<file path="src/include/lock_detect_defs.vh">
// register offsets, field positions, reset values and timing constants of the lock-detect block
`ifndef LOCK_DETECT_DEFS_VH
`define LOCK_DETECT_DEFS_VH

// register offsets
`define OFS_STATUS_ABP 10'h017
`define OFS_LOCK_CFG 10'h018
`define OFS_SYNC_DELAY 10'h019
`define OFS_LOCK_PIN_SEL 10'h01a
`define OFS_REFERENCE_MONITOR_PIN_SEL 10'h01b
`define OFS_CMP_CTRL 10'h01d
`define OFS_AUX_CTRL 10'h01e
`define OFS_LOCK_STATE 10'h01f
`define OFS_GATE_LOW 10'h0fc
`define OFS_GATE_HIGH 10'h0fd

// reset value of every control register
`define REG_RESET 8'h00

// field positions
`define ABP_LSB 0
`define ABP_MSB 1
`define STATUS_SEL_LSB 2
`define STATUS_SEL_MSB 7
`define LD_DISABLE_BIT 3
`define WIN_RANGE_BIT 4
`define LD_COUNT_LSB 5
`define LD_COUNT_MSB 6
`define SYNC_RST_LSB 6
`define SYNC_RST_MSB 7
`define REF_DLY_LSB 3
`define REF_DLY_MSB 5
`define FB_DLY_LSB 0
`define FB_DLY_MSB 2
`define LD_SEL_LSB 0
`define LD_SEL_MSB 5
`define REFERENCE_MONITOR_PIN_SEL_LSB 0
`define REFERENCE_MONITOR_PIN_SEL_MSB 4
`define CMP_EN_BIT 3
`define CNT_SWRST_BIT 0
`define REF_DLY_EN_BIT 1
`define FB_DLY_EN_BIT 2

// lock pin selector codes
`define LD_SEL_DLD 6'h00
`define LD_SEL_ALD_NCH 6'h01
`define LD_SEL_ALD_PCH 6'h02
`define LD_SEL_CURRENT_QUALIFIED_LOCK 6'h04

// status and reference monitor selector codes
`define MON_SEL_LOW 6'h00
`define MON_SEL_DLD 6'h01
`define MON_SEL_CMP_HIGH 6'h02
`define MON_SEL_CMP_LOW 6'h03

// consecutive in-window cycles per count code
`define LD_COUNT_0 8'h05
`define LD_COUNT_1 8'h10
`define LD_COUNT_2 8'h40
`define LD_COUNT_3 8'hff

// windows in units of 100 ps of edge difference
`define LOCK_THR_HIGH 8'h23
`define UNLOCK_THR_HIGH 8'h46
`define LOCK_THR_LOW 8'h0a
`define UNLOCK_THR_LOW 8'h14
`define ABP_STEP 8'h05

// current-source qualifier: source current in microamps, charge trip in clock cycles
`define CS_CURRENT_UA 110
`define CS_TRIP_CYCLES 16'h0400

// delay cells: total range in picoseconds over the three-bit code
`define DELAY_RANGE_PS 1000
`define DELAY_CODE_MAX 7
`define DELAY_STEP_PS (`DELAY_RANGE_PS / `DELAY_CODE_MAX)

`endif

</file>
<file path="src/core/pll_lock_detect.v">
// lock detect, lock pin drive, monitor muxes, output gating, counter reset and divider delays
`timescale 1ns/1ns
`include "lock_detect_defs.vh"
module pll_lock_detect (
    // clock and reset
    input wire clk_i,
    input wire rst_i,
    // register access
    input wire [9:0] reg_addr_i,
    input wire [7:0] reg_wdata_i,
    input wire reg_we_i,
    output wire [7:0] reg_rdata_o,
    // phase detector
    input wire pfd_cycle_i,
    input wire [7:0] edge_diff_i,
    input wire ald_pulse_i,
    // sync pin
    input wire sync_n_i,
    // counter control
    output wire counter_reset_o,
    // divider delay cells
    output wire ref_delay_en_o,
    output wire [2:0] ref_delay_code_o,
    output wire [9:0] ref_delay_ps_o,
    output wire fb_delay_en_o,
    output wire [2:0] fb_delay_code_o,
    output wire [9:0] fb_delay_ps_o,
    // lock indicator pin
    output wire lock_pin_o,
    output wire lock_pin_oe_o,
    output wire lock_pin_source_o,
    // monitor pins
    output wire status_pin_o,
    output wire reference_monitor_pin_o,
    // holdover and output gating
    output wire holdover_lock_sense_o,
    output wire [15:0] clk_out_enable_o,
    output wire digital_lock_flag_o
);
    reg [7:0] status_abp_q;
    reg [7:0] lock_cfg_q;
    reg [7:0] sync_delay_q;
    reg [7:0] lock_pin_sel_q;
    reg [7:0] reference_monitor_pin_sel_q;
    reg [7:0] cmp_ctrl_q;
    reg [7:0] aux_ctrl_q;
    reg [7:0] output_gate_on_lock_low_q;
    reg [7:0] output_gate_on_lock_high_q;
    reg [7:0] rdata_q;
    reg [7:0] rdata_d;
    reg ald_q;

    wire digital_lock_flag;
    wire current_qualified_lock;
    wire cmp_en;
    wire cs_mode;
    wire [5:0] ld_sel;
    wire [7:0] lock_thr;
    wire [7:0] unlock_thr;
    wire [7:0] count_target;
    wire win_narrow;
    wire [1:0] abp_code;
    wire [1:0] count_code;
    wire ald_n_mode;
    wire ald_p_mode;
    wire sync_reset_en;
    wire sync_reset_req;
    wire [5:0] status_sel;
    wire [5:0] reference_monitor_pin_sel;

    // delay of a cell in picoseconds for a code
    function [9:0] delay_ps;
        input [2:0] code;
        reg [31:0] prod;
        begin
            prod = code * `DELAY_STEP_PS;
            // largest code stays below 1000 ps, so the cut drops only zeros
            delay_ps = prod[9:0];
        end
    endfunction

    // monitor pin selector shared by status and reference monitor pins
    function mon_mux;
        input [5:0] sel;
        input dld;
        input cmp;
        input cmp_enable;
        begin
            if (sel == `MON_SEL_DLD) begin
                mon_mux = dld;
            end else if (sel == `MON_SEL_CMP_HIGH) begin
                mon_mux = cmp_enable & cmp;
            end else if (sel == `MON_SEL_CMP_LOW) begin
                mon_mux = cmp_enable & ~cmp;
            end else begin
                mon_mux = 1'b0;
            end
        end
    endfunction

    // window figure for a range bit and antibacklash code
    function [7:0] window_thr;
        input narrow;
        input [1:0] abp;
        input unlock;
        reg [7:0] base;
        begin
            if (narrow) begin
                base = unlock ? `UNLOCK_THR_LOW : `LOCK_THR_LOW;
            end else begin
                base = unlock ? `UNLOCK_THR_HIGH : `LOCK_THR_HIGH;
            end
            window_thr = base + {6'h00, abp} * `ABP_STEP;
        end
    endfunction

    // consecutive in-window cycles for a count code
    function [7:0] count_of;
        input [1:0] code;
        begin
            if (code == 2'b00) begin
                count_of = `LD_COUNT_0;
            end else if (code == 2'b01) begin
                count_of = `LD_COUNT_1;
            end else if (code == 2'b10) begin
                count_of = `LD_COUNT_2;
            end else begin
                count_of = `LD_COUNT_3;
            end
        end
    endfunction

    // register writes
    always @(posedge clk_i or posedge rst_i) begin
        if (rst_i) begin
            status_abp_q <= `REG_RESET;
            lock_cfg_q <= `REG_RESET;
            sync_delay_q <= `REG_RESET;
            lock_pin_sel_q <= `REG_RESET;
            reference_monitor_pin_sel_q <= `REG_RESET;
            cmp_ctrl_q <= `REG_RESET;
            aux_ctrl_q <= `REG_RESET;
            output_gate_on_lock_low_q <= `REG_RESET;
            output_gate_on_lock_high_q <= `REG_RESET;
            // the lock state register is read-only; unmapped writes are dropped
        end else if (reg_we_i) begin
            if (reg_addr_i == `OFS_STATUS_ABP) begin
                status_abp_q <= reg_wdata_i;
            end else if (reg_addr_i == `OFS_LOCK_CFG) begin
                lock_cfg_q <= reg_wdata_i;
            end else if (reg_addr_i == `OFS_SYNC_DELAY) begin
                sync_delay_q <= reg_wdata_i;
            end else if (reg_addr_i == `OFS_LOCK_PIN_SEL) begin
                // upper bits are reserved and read back as zero
                lock_pin_sel_q <= {2'b00, reg_wdata_i[`LD_SEL_MSB:`LD_SEL_LSB]};
            end else if (reg_addr_i == `OFS_REFERENCE_MONITOR_PIN_SEL) begin
                reference_monitor_pin_sel_q <= {3'b000, reg_wdata_i[`REFERENCE_MONITOR_PIN_SEL_MSB:`REFERENCE_MONITOR_PIN_SEL_LSB]};
            end else if (reg_addr_i == `OFS_CMP_CTRL) begin
                cmp_ctrl_q <= reg_wdata_i;
            end else if (reg_addr_i == `OFS_AUX_CTRL) begin
                aux_ctrl_q <= {5'b00000, reg_wdata_i[2:0]};
            end else if (reg_addr_i == `OFS_GATE_LOW) begin
                output_gate_on_lock_low_q <= reg_wdata_i;
            end else if (reg_addr_i == `OFS_GATE_HIGH) begin
                output_gate_on_lock_high_q <= reg_wdata_i;
            end
        end
    end

    // read data registered one cycle after the address; unmapped reads zero
    always @* begin
        rdata_d = 8'h00;
        if (reg_addr_i == `OFS_STATUS_ABP) begin
            rdata_d = status_abp_q;
        end else if (reg_addr_i == `OFS_LOCK_CFG) begin
            rdata_d = lock_cfg_q;
        end else if (reg_addr_i == `OFS_SYNC_DELAY) begin
            rdata_d = sync_delay_q;
        end else if (reg_addr_i == `OFS_LOCK_PIN_SEL) begin
            rdata_d = lock_pin_sel_q;
        end else if (reg_addr_i == `OFS_REFERENCE_MONITOR_PIN_SEL) begin
            rdata_d = reference_monitor_pin_sel_q;
        end else if (reg_addr_i == `OFS_CMP_CTRL) begin
            rdata_d = cmp_ctrl_q;
        end else if (reg_addr_i == `OFS_AUX_CTRL) begin
            rdata_d = aux_ctrl_q;
        end else if (reg_addr_i == `OFS_LOCK_STATE) begin
            rdata_d = {5'b00000, current_qualified_lock, cs_mode, digital_lock_flag};
        end else if (reg_addr_i == `OFS_GATE_LOW) begin
            rdata_d = output_gate_on_lock_low_q;
        end else if (reg_addr_i == `OFS_GATE_HIGH) begin
            rdata_d = output_gate_on_lock_high_q;
        end
    end

    always @(posedge clk_i or posedge rst_i) begin
        if (rst_i) begin
            rdata_q <= 8'h00;
        end else begin
            rdata_q <= rdata_d;
        end
    end

    // pump activity registered so the open-drain enable cannot glitch
    always @(posedge clk_i or posedge rst_i) begin
        if (rst_i) begin
            ald_q <= 1'b0;
        end else begin
            ald_q <= ald_pulse_i;
        end
    end

    assign reg_rdata_o = rdata_q;

    // window figures from range bit and antibacklash field; unlock always the wider
    assign win_narrow = lock_cfg_q[`WIN_RANGE_BIT];
    assign abp_code = status_abp_q[`ABP_MSB:`ABP_LSB];
    assign count_code = lock_cfg_q[`LD_COUNT_MSB:`LD_COUNT_LSB];
    assign lock_thr = window_thr(win_narrow, abp_code, 1'b0);
    assign unlock_thr = window_thr(win_narrow, abp_code, 1'b1);
    assign count_target = count_of(count_code);

    dld_counter u_dld (
        .clk_i(clk_i),
        .rst_i(rst_i),
        .pfd_cycle_i(pfd_cycle_i),
        .edge_diff_i(edge_diff_i),
        .disable_i(lock_cfg_q[`LD_DISABLE_BIT]),
        .lock_thr_i(lock_thr),
        .unlock_thr_i(unlock_thr),
        .count_target_i(count_target),
        .dld_o(digital_lock_flag)
    );

    assign ld_sel = lock_pin_sel_q[`LD_SEL_MSB:`LD_SEL_LSB];
    assign ald_n_mode = (ld_sel == `LD_SEL_ALD_NCH);
    assign ald_p_mode = (ld_sel == `LD_SEL_ALD_PCH);
    // both the zero code and the dedicated code select the current-source drive
    assign cs_mode = (ld_sel == `LD_SEL_DLD) || (ld_sel == `LD_SEL_CURRENT_QUALIFIED_LOCK);
    assign cmp_en = cmp_ctrl_q[`CMP_EN_BIT];

    cs_qualifier u_cs (
        .clk_i(clk_i),
        .rst_i(rst_i),
        .active_i(cs_mode),
        .dld_i(digital_lock_flag),
        .cmp_o(current_qualified_lock)
    );

    // lock pin: current source while locked, hard low otherwise; open-drain pulses in analog modes
    assign lock_pin_source_o = cs_mode & digital_lock_flag;
    // n-channel pulls low, p-channel pulls high; the resistor sets the idle level
    assign lock_pin_o = cs_mode ? digital_lock_flag : ald_p_mode;
    assign lock_pin_oe_o = cs_mode ? 1'b1 : (ald_n_mode | ald_p_mode) & ald_q;

    assign status_sel = status_abp_q[`STATUS_SEL_MSB:`STATUS_SEL_LSB];
    assign reference_monitor_pin_sel = {1'b0, reference_monitor_pin_sel_q[`REFERENCE_MONITOR_PIN_SEL_MSB:`REFERENCE_MONITOR_PIN_SEL_LSB]};
    // comparator codes read low while the comparator is off
    assign status_pin_o = mon_mux(status_sel,
        digital_lock_flag, current_qualified_lock, cmp_en);
    assign reference_monitor_pin_o = mon_mux(reference_monitor_pin_sel,
        digital_lock_flag, current_qualified_lock, cmp_en);

    // holdover sees a permanent high when the comparator is off
    assign holdover_lock_sense_o = cmp_en ? current_qualified_lock : 1'b1;

    // gating acts without the clock; ungated outputs stay enabled
    assign clk_out_enable_o = ~{output_gate_on_lock_high_q, output_gate_on_lock_low_q}
        | {16{current_qualified_lock}};

    // level sensitive: counters stay held for as long as the pin is low
    assign sync_reset_en = (sync_delay_q[`SYNC_RST_MSB:`SYNC_RST_LSB] != 2'b00);
    assign sync_reset_req = sync_reset_en & ~sync_n_i;
    assign counter_reset_o = aux_ctrl_q[`CNT_SWRST_BIT] | sync_reset_req;

    assign ref_delay_en_o = aux_ctrl_q[`REF_DLY_EN_BIT];
    assign ref_delay_code_o = sync_delay_q[`REF_DLY_MSB:`REF_DLY_LSB];
    assign ref_delay_ps_o = ref_delay_en_o ? delay_ps(ref_delay_code_o) : 10'h000;
    assign fb_delay_en_o = aux_ctrl_q[`FB_DLY_EN_BIT];
    assign fb_delay_code_o = sync_delay_q[`FB_DLY_MSB:`FB_DLY_LSB];
    assign fb_delay_ps_o = fb_delay_en_o ? delay_ps(fb_delay_code_o) : 10'h000;

    assign digital_lock_flag_o = digital_lock_flag;
endmodule

</file>
<file path="src/core/dld_counter.v">
// digital lock flag: consecutive in-window count with wider unlock window
`timescale 1ns/1ns
`include "lock_detect_defs.vh"
module dld_counter (
    // clock and reset
    input wire clk_i,
    input wire rst_i,
    // phase detector measurement
    input wire pfd_cycle_i,
    input wire [7:0] edge_diff_i,
    // configuration
    input wire disable_i,
    input wire [7:0] lock_thr_i,
    input wire [7:0] unlock_thr_i,
    input wire [7:0] count_target_i,
    // result
    output wire dld_o
);
    localparam ST_UNLOCKED = 1'b0;
    localparam ST_LOCKED = 1'b1;

    reg state_q;
    reg state_d;
    reg [7:0] cnt_q;
    reg [7:0] cnt_d;

    always @* begin
        state_d = state_q;
        cnt_d = cnt_q;
        if (disable_i) begin
            state_d = ST_UNLOCKED;
            cnt_d = 8'h00;
        end else if (pfd_cycle_i) begin
            case (state_q)
                ST_UNLOCKED: begin
                    if (edge_diff_i < lock_thr_i) begin
                        if (cnt_q + 8'h01 >= count_target_i) begin
                            state_d = ST_LOCKED;
                            cnt_d = 8'h00;
                        end else begin
                            cnt_d = cnt_q + 8'h01;
                        end
                    end else begin
                        cnt_d = 8'h00;
                    end
                end
                ST_LOCKED: begin
                    // one cycle beyond the unlock window is enough to drop lock
                    if (edge_diff_i > unlock_thr_i) begin
                        state_d = ST_UNLOCKED;
                    end
                end
                default: state_d = ST_UNLOCKED;
            endcase
        end
    end

    always @(posedge clk_i or posedge rst_i) begin
        if (rst_i) begin
            state_q <= ST_UNLOCKED;
            cnt_q <= 8'h00;
        end else begin
            state_q <= state_d;
            cnt_q <= cnt_d;
        end
    end

    assign dld_o = (state_q == ST_LOCKED);
endmodule

</file>
<file path="src/core/cs_qualifier.v">
// current-source lock qualifier: capacitor charge model and pin comparator
`timescale 1ns/1ns
`include "lock_detect_defs.vh"
module cs_qualifier (
    // clock and reset
    input wire clk_i,
    input wire rst_i,
    // control
    input wire active_i,
    input wire dld_i,
    // result
    output wire cmp_o
);
    reg [15:0] charge_q;

    // any false cycle discharges at once, so the ramp always restarts from zero
    always @(posedge clk_i or posedge rst_i) begin
        if (rst_i) begin
            charge_q <= 16'h0000;
        end else if (!active_i || !dld_i) begin
            charge_q <= 16'h0000;
        end else if (charge_q != `CS_TRIP_CYCLES) begin
            charge_q <= charge_q + 16'h0001;
        end
    end

    // the pin is shorted the moment the flag drops, so the comparator falls with it
    assign cmp_o = active_i & dld_i & (charge_q == `CS_TRIP_CYCLES);
endmodule

</file>
<file path="config.mk">
export PLATFORM = sky130hd
export DESIGN_NAME = pll_lock_detect
export DESIGN_NICKNAME = d
export VERILOG_FILES = /design/src/core/pll_lock_detect.v /design/src/core/dld_counter.v /design/src/core/cs_qualifier.v
export VERILOG_INCLUDE_DIRS = /design/src /design/src/include
export SDC_FILE = /design/constraint.sdc
export NUM_CORES = 1
export LEC_CHECK = 0
export BUFFER_PORTS_ARGS = -buffer_cell sky130_fd_sc_hd__buf_4
export CORE_MARGIN = 4
export CORE_UTILIZATION = 58
export DETAILED_ROUTE_END_ITERATION = 6
export GPL_ROUTABILITY_DRIVEN = 0
export HOLD_SLACK_MARGIN = 0.15
export PLACE_DENSITY = 0.92
export SYNTH_ARGS = -nofsm -noshare
export SYNTH_HDL_FRONTEND = slang
export SYNTH_SLANG_ARGS = --single-unit
export TNS_END_PERCENT = 100
</file>
<file path="constraint.sdc">
create_clock -name clk_i -period 3.8 [get_ports clk_i]
set_clock_uncertainty 0.05 [all_clocks]
set_input_delay 0.38 -clock clk_i [delete_from_list [all_inputs] [get_ports clk_i]]
set_output_delay 0.38 -clock clk_i [all_outputs]
set_load 0.05 [all_outputs]
</file>
Word level (Yosys, flattened, before mapping)
Cells that the tools add are included.

Register bits: 96. Latch bits: 0. RAM bits: 0. Bits in read-only memories: 0. Input port bits: 32. Output and inout port bits: 60. Word-level logic and storage cells: 127. Memories kept: 0.

Add/sub/neg operators: 4. Multipliers: 3. Divide/modulo/power cells: 0. Magnitude comparators: 3. Equality and inequality tests: 24. Shift operators: 0. Multiplexer cells: 39. Bitwise logic cells: 21. Reduce and logical (&&, ||, !) cells: 19.

Operators with widths (count): 2-to-1 mux 8 bit (18); == test 10 x 5 -> 1 bit, second input constant (8); 2-to-1 mux 16 bit (2); == test 10 x 8 -> 1 bit, second input constant (2); 2-to-1 mux 10 bit (2); == test 6 x 2 -> 1 bit, second input constant (3); multiplier 3 x 7 -> 9 bit, second input constant (2); adder 16 x 1 -> 16 bit, second input constant (1); adder 8 x 5 -> 8 bit (2); == test 16 x 11 -> 1 bit, second input constant (1); inequality test 16 x 11 -> 1 bit, second input constant (1); NOT 16 bit (1); bitwise OR 16 bit (1); 2-to-1 mux 1 bit (14); == test 6 x 1 -> 1 bit, second input constant (2); NOT 1 bit (11); == test 5 x 2 -> 1 bit, second input constant (2); AND reduction 10 bit (1); AND reduction 9 bit (1); adder 8 x 1 -> 8 bit, second input constant (1); >= comparator 8 bit (1); > comparator 8 bit (1); less-than comparator 8 bit (1); AND reduction 8 bit (1); other kinds (22) (33).

Depth between registers and ports, before layout
Depth in word-level cells: 12. Depth in mapped cells: 12. Mapped depth without buffers: 12.

Hierarchy
A second synthesis with hierarchy kept.

Cells, all modules: 629. Area total of the unflattened synthesis: 6318.6 um2.

Modules (own cells, without submodules): pll_lock_detect (instances 1, cells an instance 399, area each 4312.9 um2, sequential area each 1776.7 um2); dld_counter (instances 1, cells an instance 131, area each 1088.5 um2, sequential area each 225.2 um2); cs_qualifier (instances 1, cells an instance 99, area each 917.1 um2, sequential area each 400.4 um2).

Worst setup path before layout
No wires, ideal clock.

Path kind: register to output. Start: reg lock_pin_sel_q[5]. End: out reference_monitor_pin_o. Arrival time: 2.599 ns. Required time: 3.370 ns. Path slack: 0.771 ns. Cell stages (with the launch flop): 8. Buffers on the path: 2. Path through: dfrtp_1 or4_4 or3_1 buf_6 or2_1 buf_6 xor2_1 o21ai_1.

Word-level cells in the longest chain between the ends: 9. Elaborated cells on any way between the ends: 11. Those cells by class: eq/ne (1); mux (3); bitwise (5); reduce/logical (2).

Ends and longest elaborated chain: start, declared (line pll_lock_detect.v:43) `reg [7:0] lock_pin_sel_q;`; start signal, assigned (line pll_lock_detect.v:139) `` lock_pin_sel_q <= `REG_RESET; ``; start signal, assigned (line pll_lock_detect.v:155) `` lock_pin_sel_q <= {2'b00, reg_wdata_i[`LD_SEL_MSB:`LD_SEL_LSB]}; ``; == test 6 x 3 -> 1 bit (no source line) / logical NOT 6 bit (equally long branches); logical OR 1 bit * (line pll_lock_detect.v:239) `` assign cs_mode = (ld_sel == `LD_SEL_DLD) || (ld_sel == `LD_SEL_CURRENT_QUALIFIED_LOCK); ``; AND 1 bit * (2 in series) (line cs_qualifier.v:28) `` assign cmp_o = active_i & dld_i & (charge_q == `CS_TRIP_CYCLES); ``; NOT 1 bit (line pll_lock_detect.v:94) `mon_mux = cmp_enable & ~cmp;`; AND 1 bit (line pll_lock_detect.v:94); 2-to-1 mux 1 bit (line pll_lock_detect.v:93) `` end else if (sel == `MON_SEL_CMP_LOW) begin ``; 2-to-1 mux 1 bit * (line pll_lock_detect.v:91) `` end else if (sel == `MON_SEL_CMP_HIGH) begin ``; 2-to-1 mux 1 bit * (line pll_lock_detect.v:89) `` if (sel == `MON_SEL_DLD) begin ``; end, declared (line pll_lock_detect.v:34) `output wire reference_monitor_pin_o,`.

Mark *: on every way between the ends. The rest lies on a longest branch, timed or not.

Worst setup path after layout
Ends and elaborated chain as after synthesis.

==> results.tsv <==
stage	metric	value	unit
synthesis	Syn Inst Count	552	
clock_tree	CTS tree	yes	
synthesis	top_reg_cell synth	dfrtp_1	
global_route	GRT Util Overall	0.260	
place	# port buffers	89	
timing	setup violators final	0	
clock_tree	buffer depth of the longest clock path	2	
synthesis	register area share after synthesis	0.405	
finish	fillers	711	
finish	layout cell share with drive strength beyond 1	0.299	
clock_tree	Num CTS Buffers	9	
timing	slew margin rel.	0.354	
global_route	gr ovfl total	0	
clock_tree	Post-CTS Setup Bufs	0	
synthesis	Post-synth EDFFs	0	
clock_tree	hold bufs inserted after CTS	2	
synthesis	FFs w/ async S/R, synth	1.00	
finish	register area	2400	sq um
synthesis	Cell Area, Synth	5930	sq um
die	Die Ht	109	um
pwr	Max VDD drop	0.185	mV
status	run status	completed	
synthesis	#FFs+latches synth	96	
place	DP HPWL	11200	um
routing	routed wire length	15000	um
timing	FMAX	0.291	GHz
worst_setup_path	CP arrival	3.01	ns
finish	final std cells w/o fill	775	
clock_tree	post_cts resized	0	
timing	Least-Margin Pin Slew	0.961	ns
timing	Slew Viols, Final	0	
pwr	cell leakage power	3.30	nW
global_route	initial antenna violation count	1	
routing	Routed Antenna Nets	0	
timing	minimum clock period	3.44	ns
global_route	largest net degree at the start of global routing	44	
worst_setup_path	CP Launch Type	register	
clock_tree	Num Clock Sinks	96	
worst_setup_path	CP Data Required Time	3.37	ns
timing	period utilisation layout	0.905	
job	Max-cap violations	0	
finish	commonest non-fill, non-tap cell in the layout	dfrtp_1	
clock_tree	worst skew pair latency	0.37	ns
hold_path	Hold Path Class	input pin to register	
die	initial core utilization	0.601	
routing	drt wl/cell	19.4	um
routing	Starting DRT DRC Count	457	
global_route	vias in the first global route	4876	
die	io pins	92	
routing	total number of vias	4844	
worst_setup_path	crit-path max FO	19	
global_route	first-pass GRT wire length	24100	um
synthesis	Syn Area/Cell	10.7	sq um
pwr	P per Cell Area	270	nW/um^2
timing	Final Hold Viols	0	
routing	via-per-instance ratio	6.25	
timing	setup ws final	0.363	ns
synthesis	Ys Warns	0	
routing	drt drc	0	
finish	# nets final	717	
die	Die W	109	um
place	Inst Count DP	757	
synthesis	Synth cell types	71	
timing	RSZ-0062 raised after global routing	no	
clock_tree	Reg clk slew, reported paths	0.10	ns
finish	Antenna Cells	0	
worst_setup_path	worst setup path category	register to output port	
clock_tree	clk root buf	clkbuf_8	
clock_tree	H-tree levels	3	
worst_setup_path	CP Capture Type	output port	
timing	Fin Setup TNS	0	ns
routing	Pre-antenna DRT Iters	6	
finish	commonest cells after routing, fill and taps aside	dfrtp_1 (96), buf_4 (92), mux2_2 (64)	
die	Die Area	11900	sq um
finish	area of the multi-input gates	3300	sq um
finish	Layout area overhead	15.5	%
die	Core ar.	9860	sq um
die	std cell rows	36	
timing	WHS	0.243	ns
place	Post-Place Setup Slack	0.792	ns
==> worst paths after layout <==
path                       depth (start not counted)  slack (ns)         startpoint                            end
hold / removal                                     2        0.24     reg_wdata_i[7]  output_gate_on_lock_high_q[7]
setup / recovery                                   6        0.36  lock_pin_sel_q[5]        reference_monitor_pin_o
hold reg to reg                                    1        0.47      cmp_ctrl_q[6]                  cmp_ctrl_q[6]
max in group asynchronous                          4        2.35              rst_i                status_abp_q[3]
setup reg to reg                                   9        0.92      lock_cfg_q[5]                 u_dld.cnt_q[0]
min in group asynchronous                          3        0.49              rst_i              lock_pin_sel_q[3]
==> metal layers <==
metal	vias to the layer above	wire length (um)	GRT usage
met2	266	7300	0.428
met4	0	567	0.107
met1	2351	5810	0.335
li1	2163	-	-
met3	64	1330	0.0521
met5	-	0	0
==> critical path, cell delays in order, from the launching register on <==
cell	delay, ns
dfrtp_1	0.43
or4_4	0.56
or3_1	0.33
or2_1	0.54
xor2_1	0.27
o21ai_1	0.26
buf_4	0.24
==> metrics by stage <==
step | utilization | power (W) | area [sq um]
3_5_place_dp | 0.675 | 0.00125 | 6660
2_1_floorplan | - | 0.00118 | 5930
3_3_place_gp | 0.675 | 0.00124 | 6660
6_report | 0.694 | 0.00185 | 6850
5_1_grt | 0.694 | 0.00191 | 6850
4_1_cts | 0.694 | 0.00185 | 6850
==> cell families (layout without fill, tap and decap cells) <==
family,after synthesis,after routing,share of synthesized area
xor gates and xnor gates,29,29,0.0428
and+or+nand+nor,183,183,0.175
DFF,96,96,0.405
buffers and inverters,46,135,0.0386
muxes,65,65,0.123
AOI/OAI and AO/OA,83,83,0.104
other,1,2,0.000632
adders and majority gates,49,49,0.111
==> cells in the mapped netlist (all sizes together), types with 3 or more instances <==
cell type	n	area [sq um]
a22o	10	87.6
fa	6	120
nor4	10	77.6
a211oi	8	60.1
nand3	17	85.1
a21oi	9	45.0
nand2b	6	37.5
inv	25	93.8
nand2	43	174
nor2	37	149
o22ai	6	37.5
xor2	18	158
buf	15	113
nor3b	3	27.5
a22oi	10	75.1
o211ai	3	22.5
xnor2	11	96.3
ha	42	526
o21ai	10	50.1
nor3	9	72.6
or2	5	33.8
a21o	4	30.0
nand4	8	50.1
dfrtp	96	2400
clkbuf	6	22.5
mux2	64	721
and2	19	121
a2111oi	4	41.3
and3	6	37.5
nor2b	7	43.8
==> power breakdown <==
group	internal (W)	total [W]	leakage (nW)	switching, W
Clock	0.000240	0.000611	0.0789	0.000371
Sequential	0.00103	0.00105	1.34	0.0000145
Combinational	0.0000680	0.000190	1.89	0.000122
Total	0.00134	0.00185	3.30	0.000507
==> area by class of cell <==
type,count,share of cell area
Multi-Input combinational cell,411,0.482
Sequential cell,96,0.351
Timing Repair Buffer,94,0.104
Tap cell,133,0.0243
Clock buffer,10,0.0186
Inverter,25,0.0139
Clock inverter,6,0.00658
==> sequential cells by signal (all words and copies together) (netlist names), 3 cells and up <==
register,count
aux_ctrl_q,3
lock_pin_sel_q,6
reference_monitor_pin_sel_q,5
status_abp_q,8
u_cs.charge_q,16
reg_rdata_o,8
u_dld.cnt_q,8
sync_delay_q,8
output_gate_on_lock_low_q,8
lock_cfg_q,8
cmp_ctrl_q,8
output_gate_on_lock_high_q,8
No activity file was read; power rests on OpenSTA's default activity.
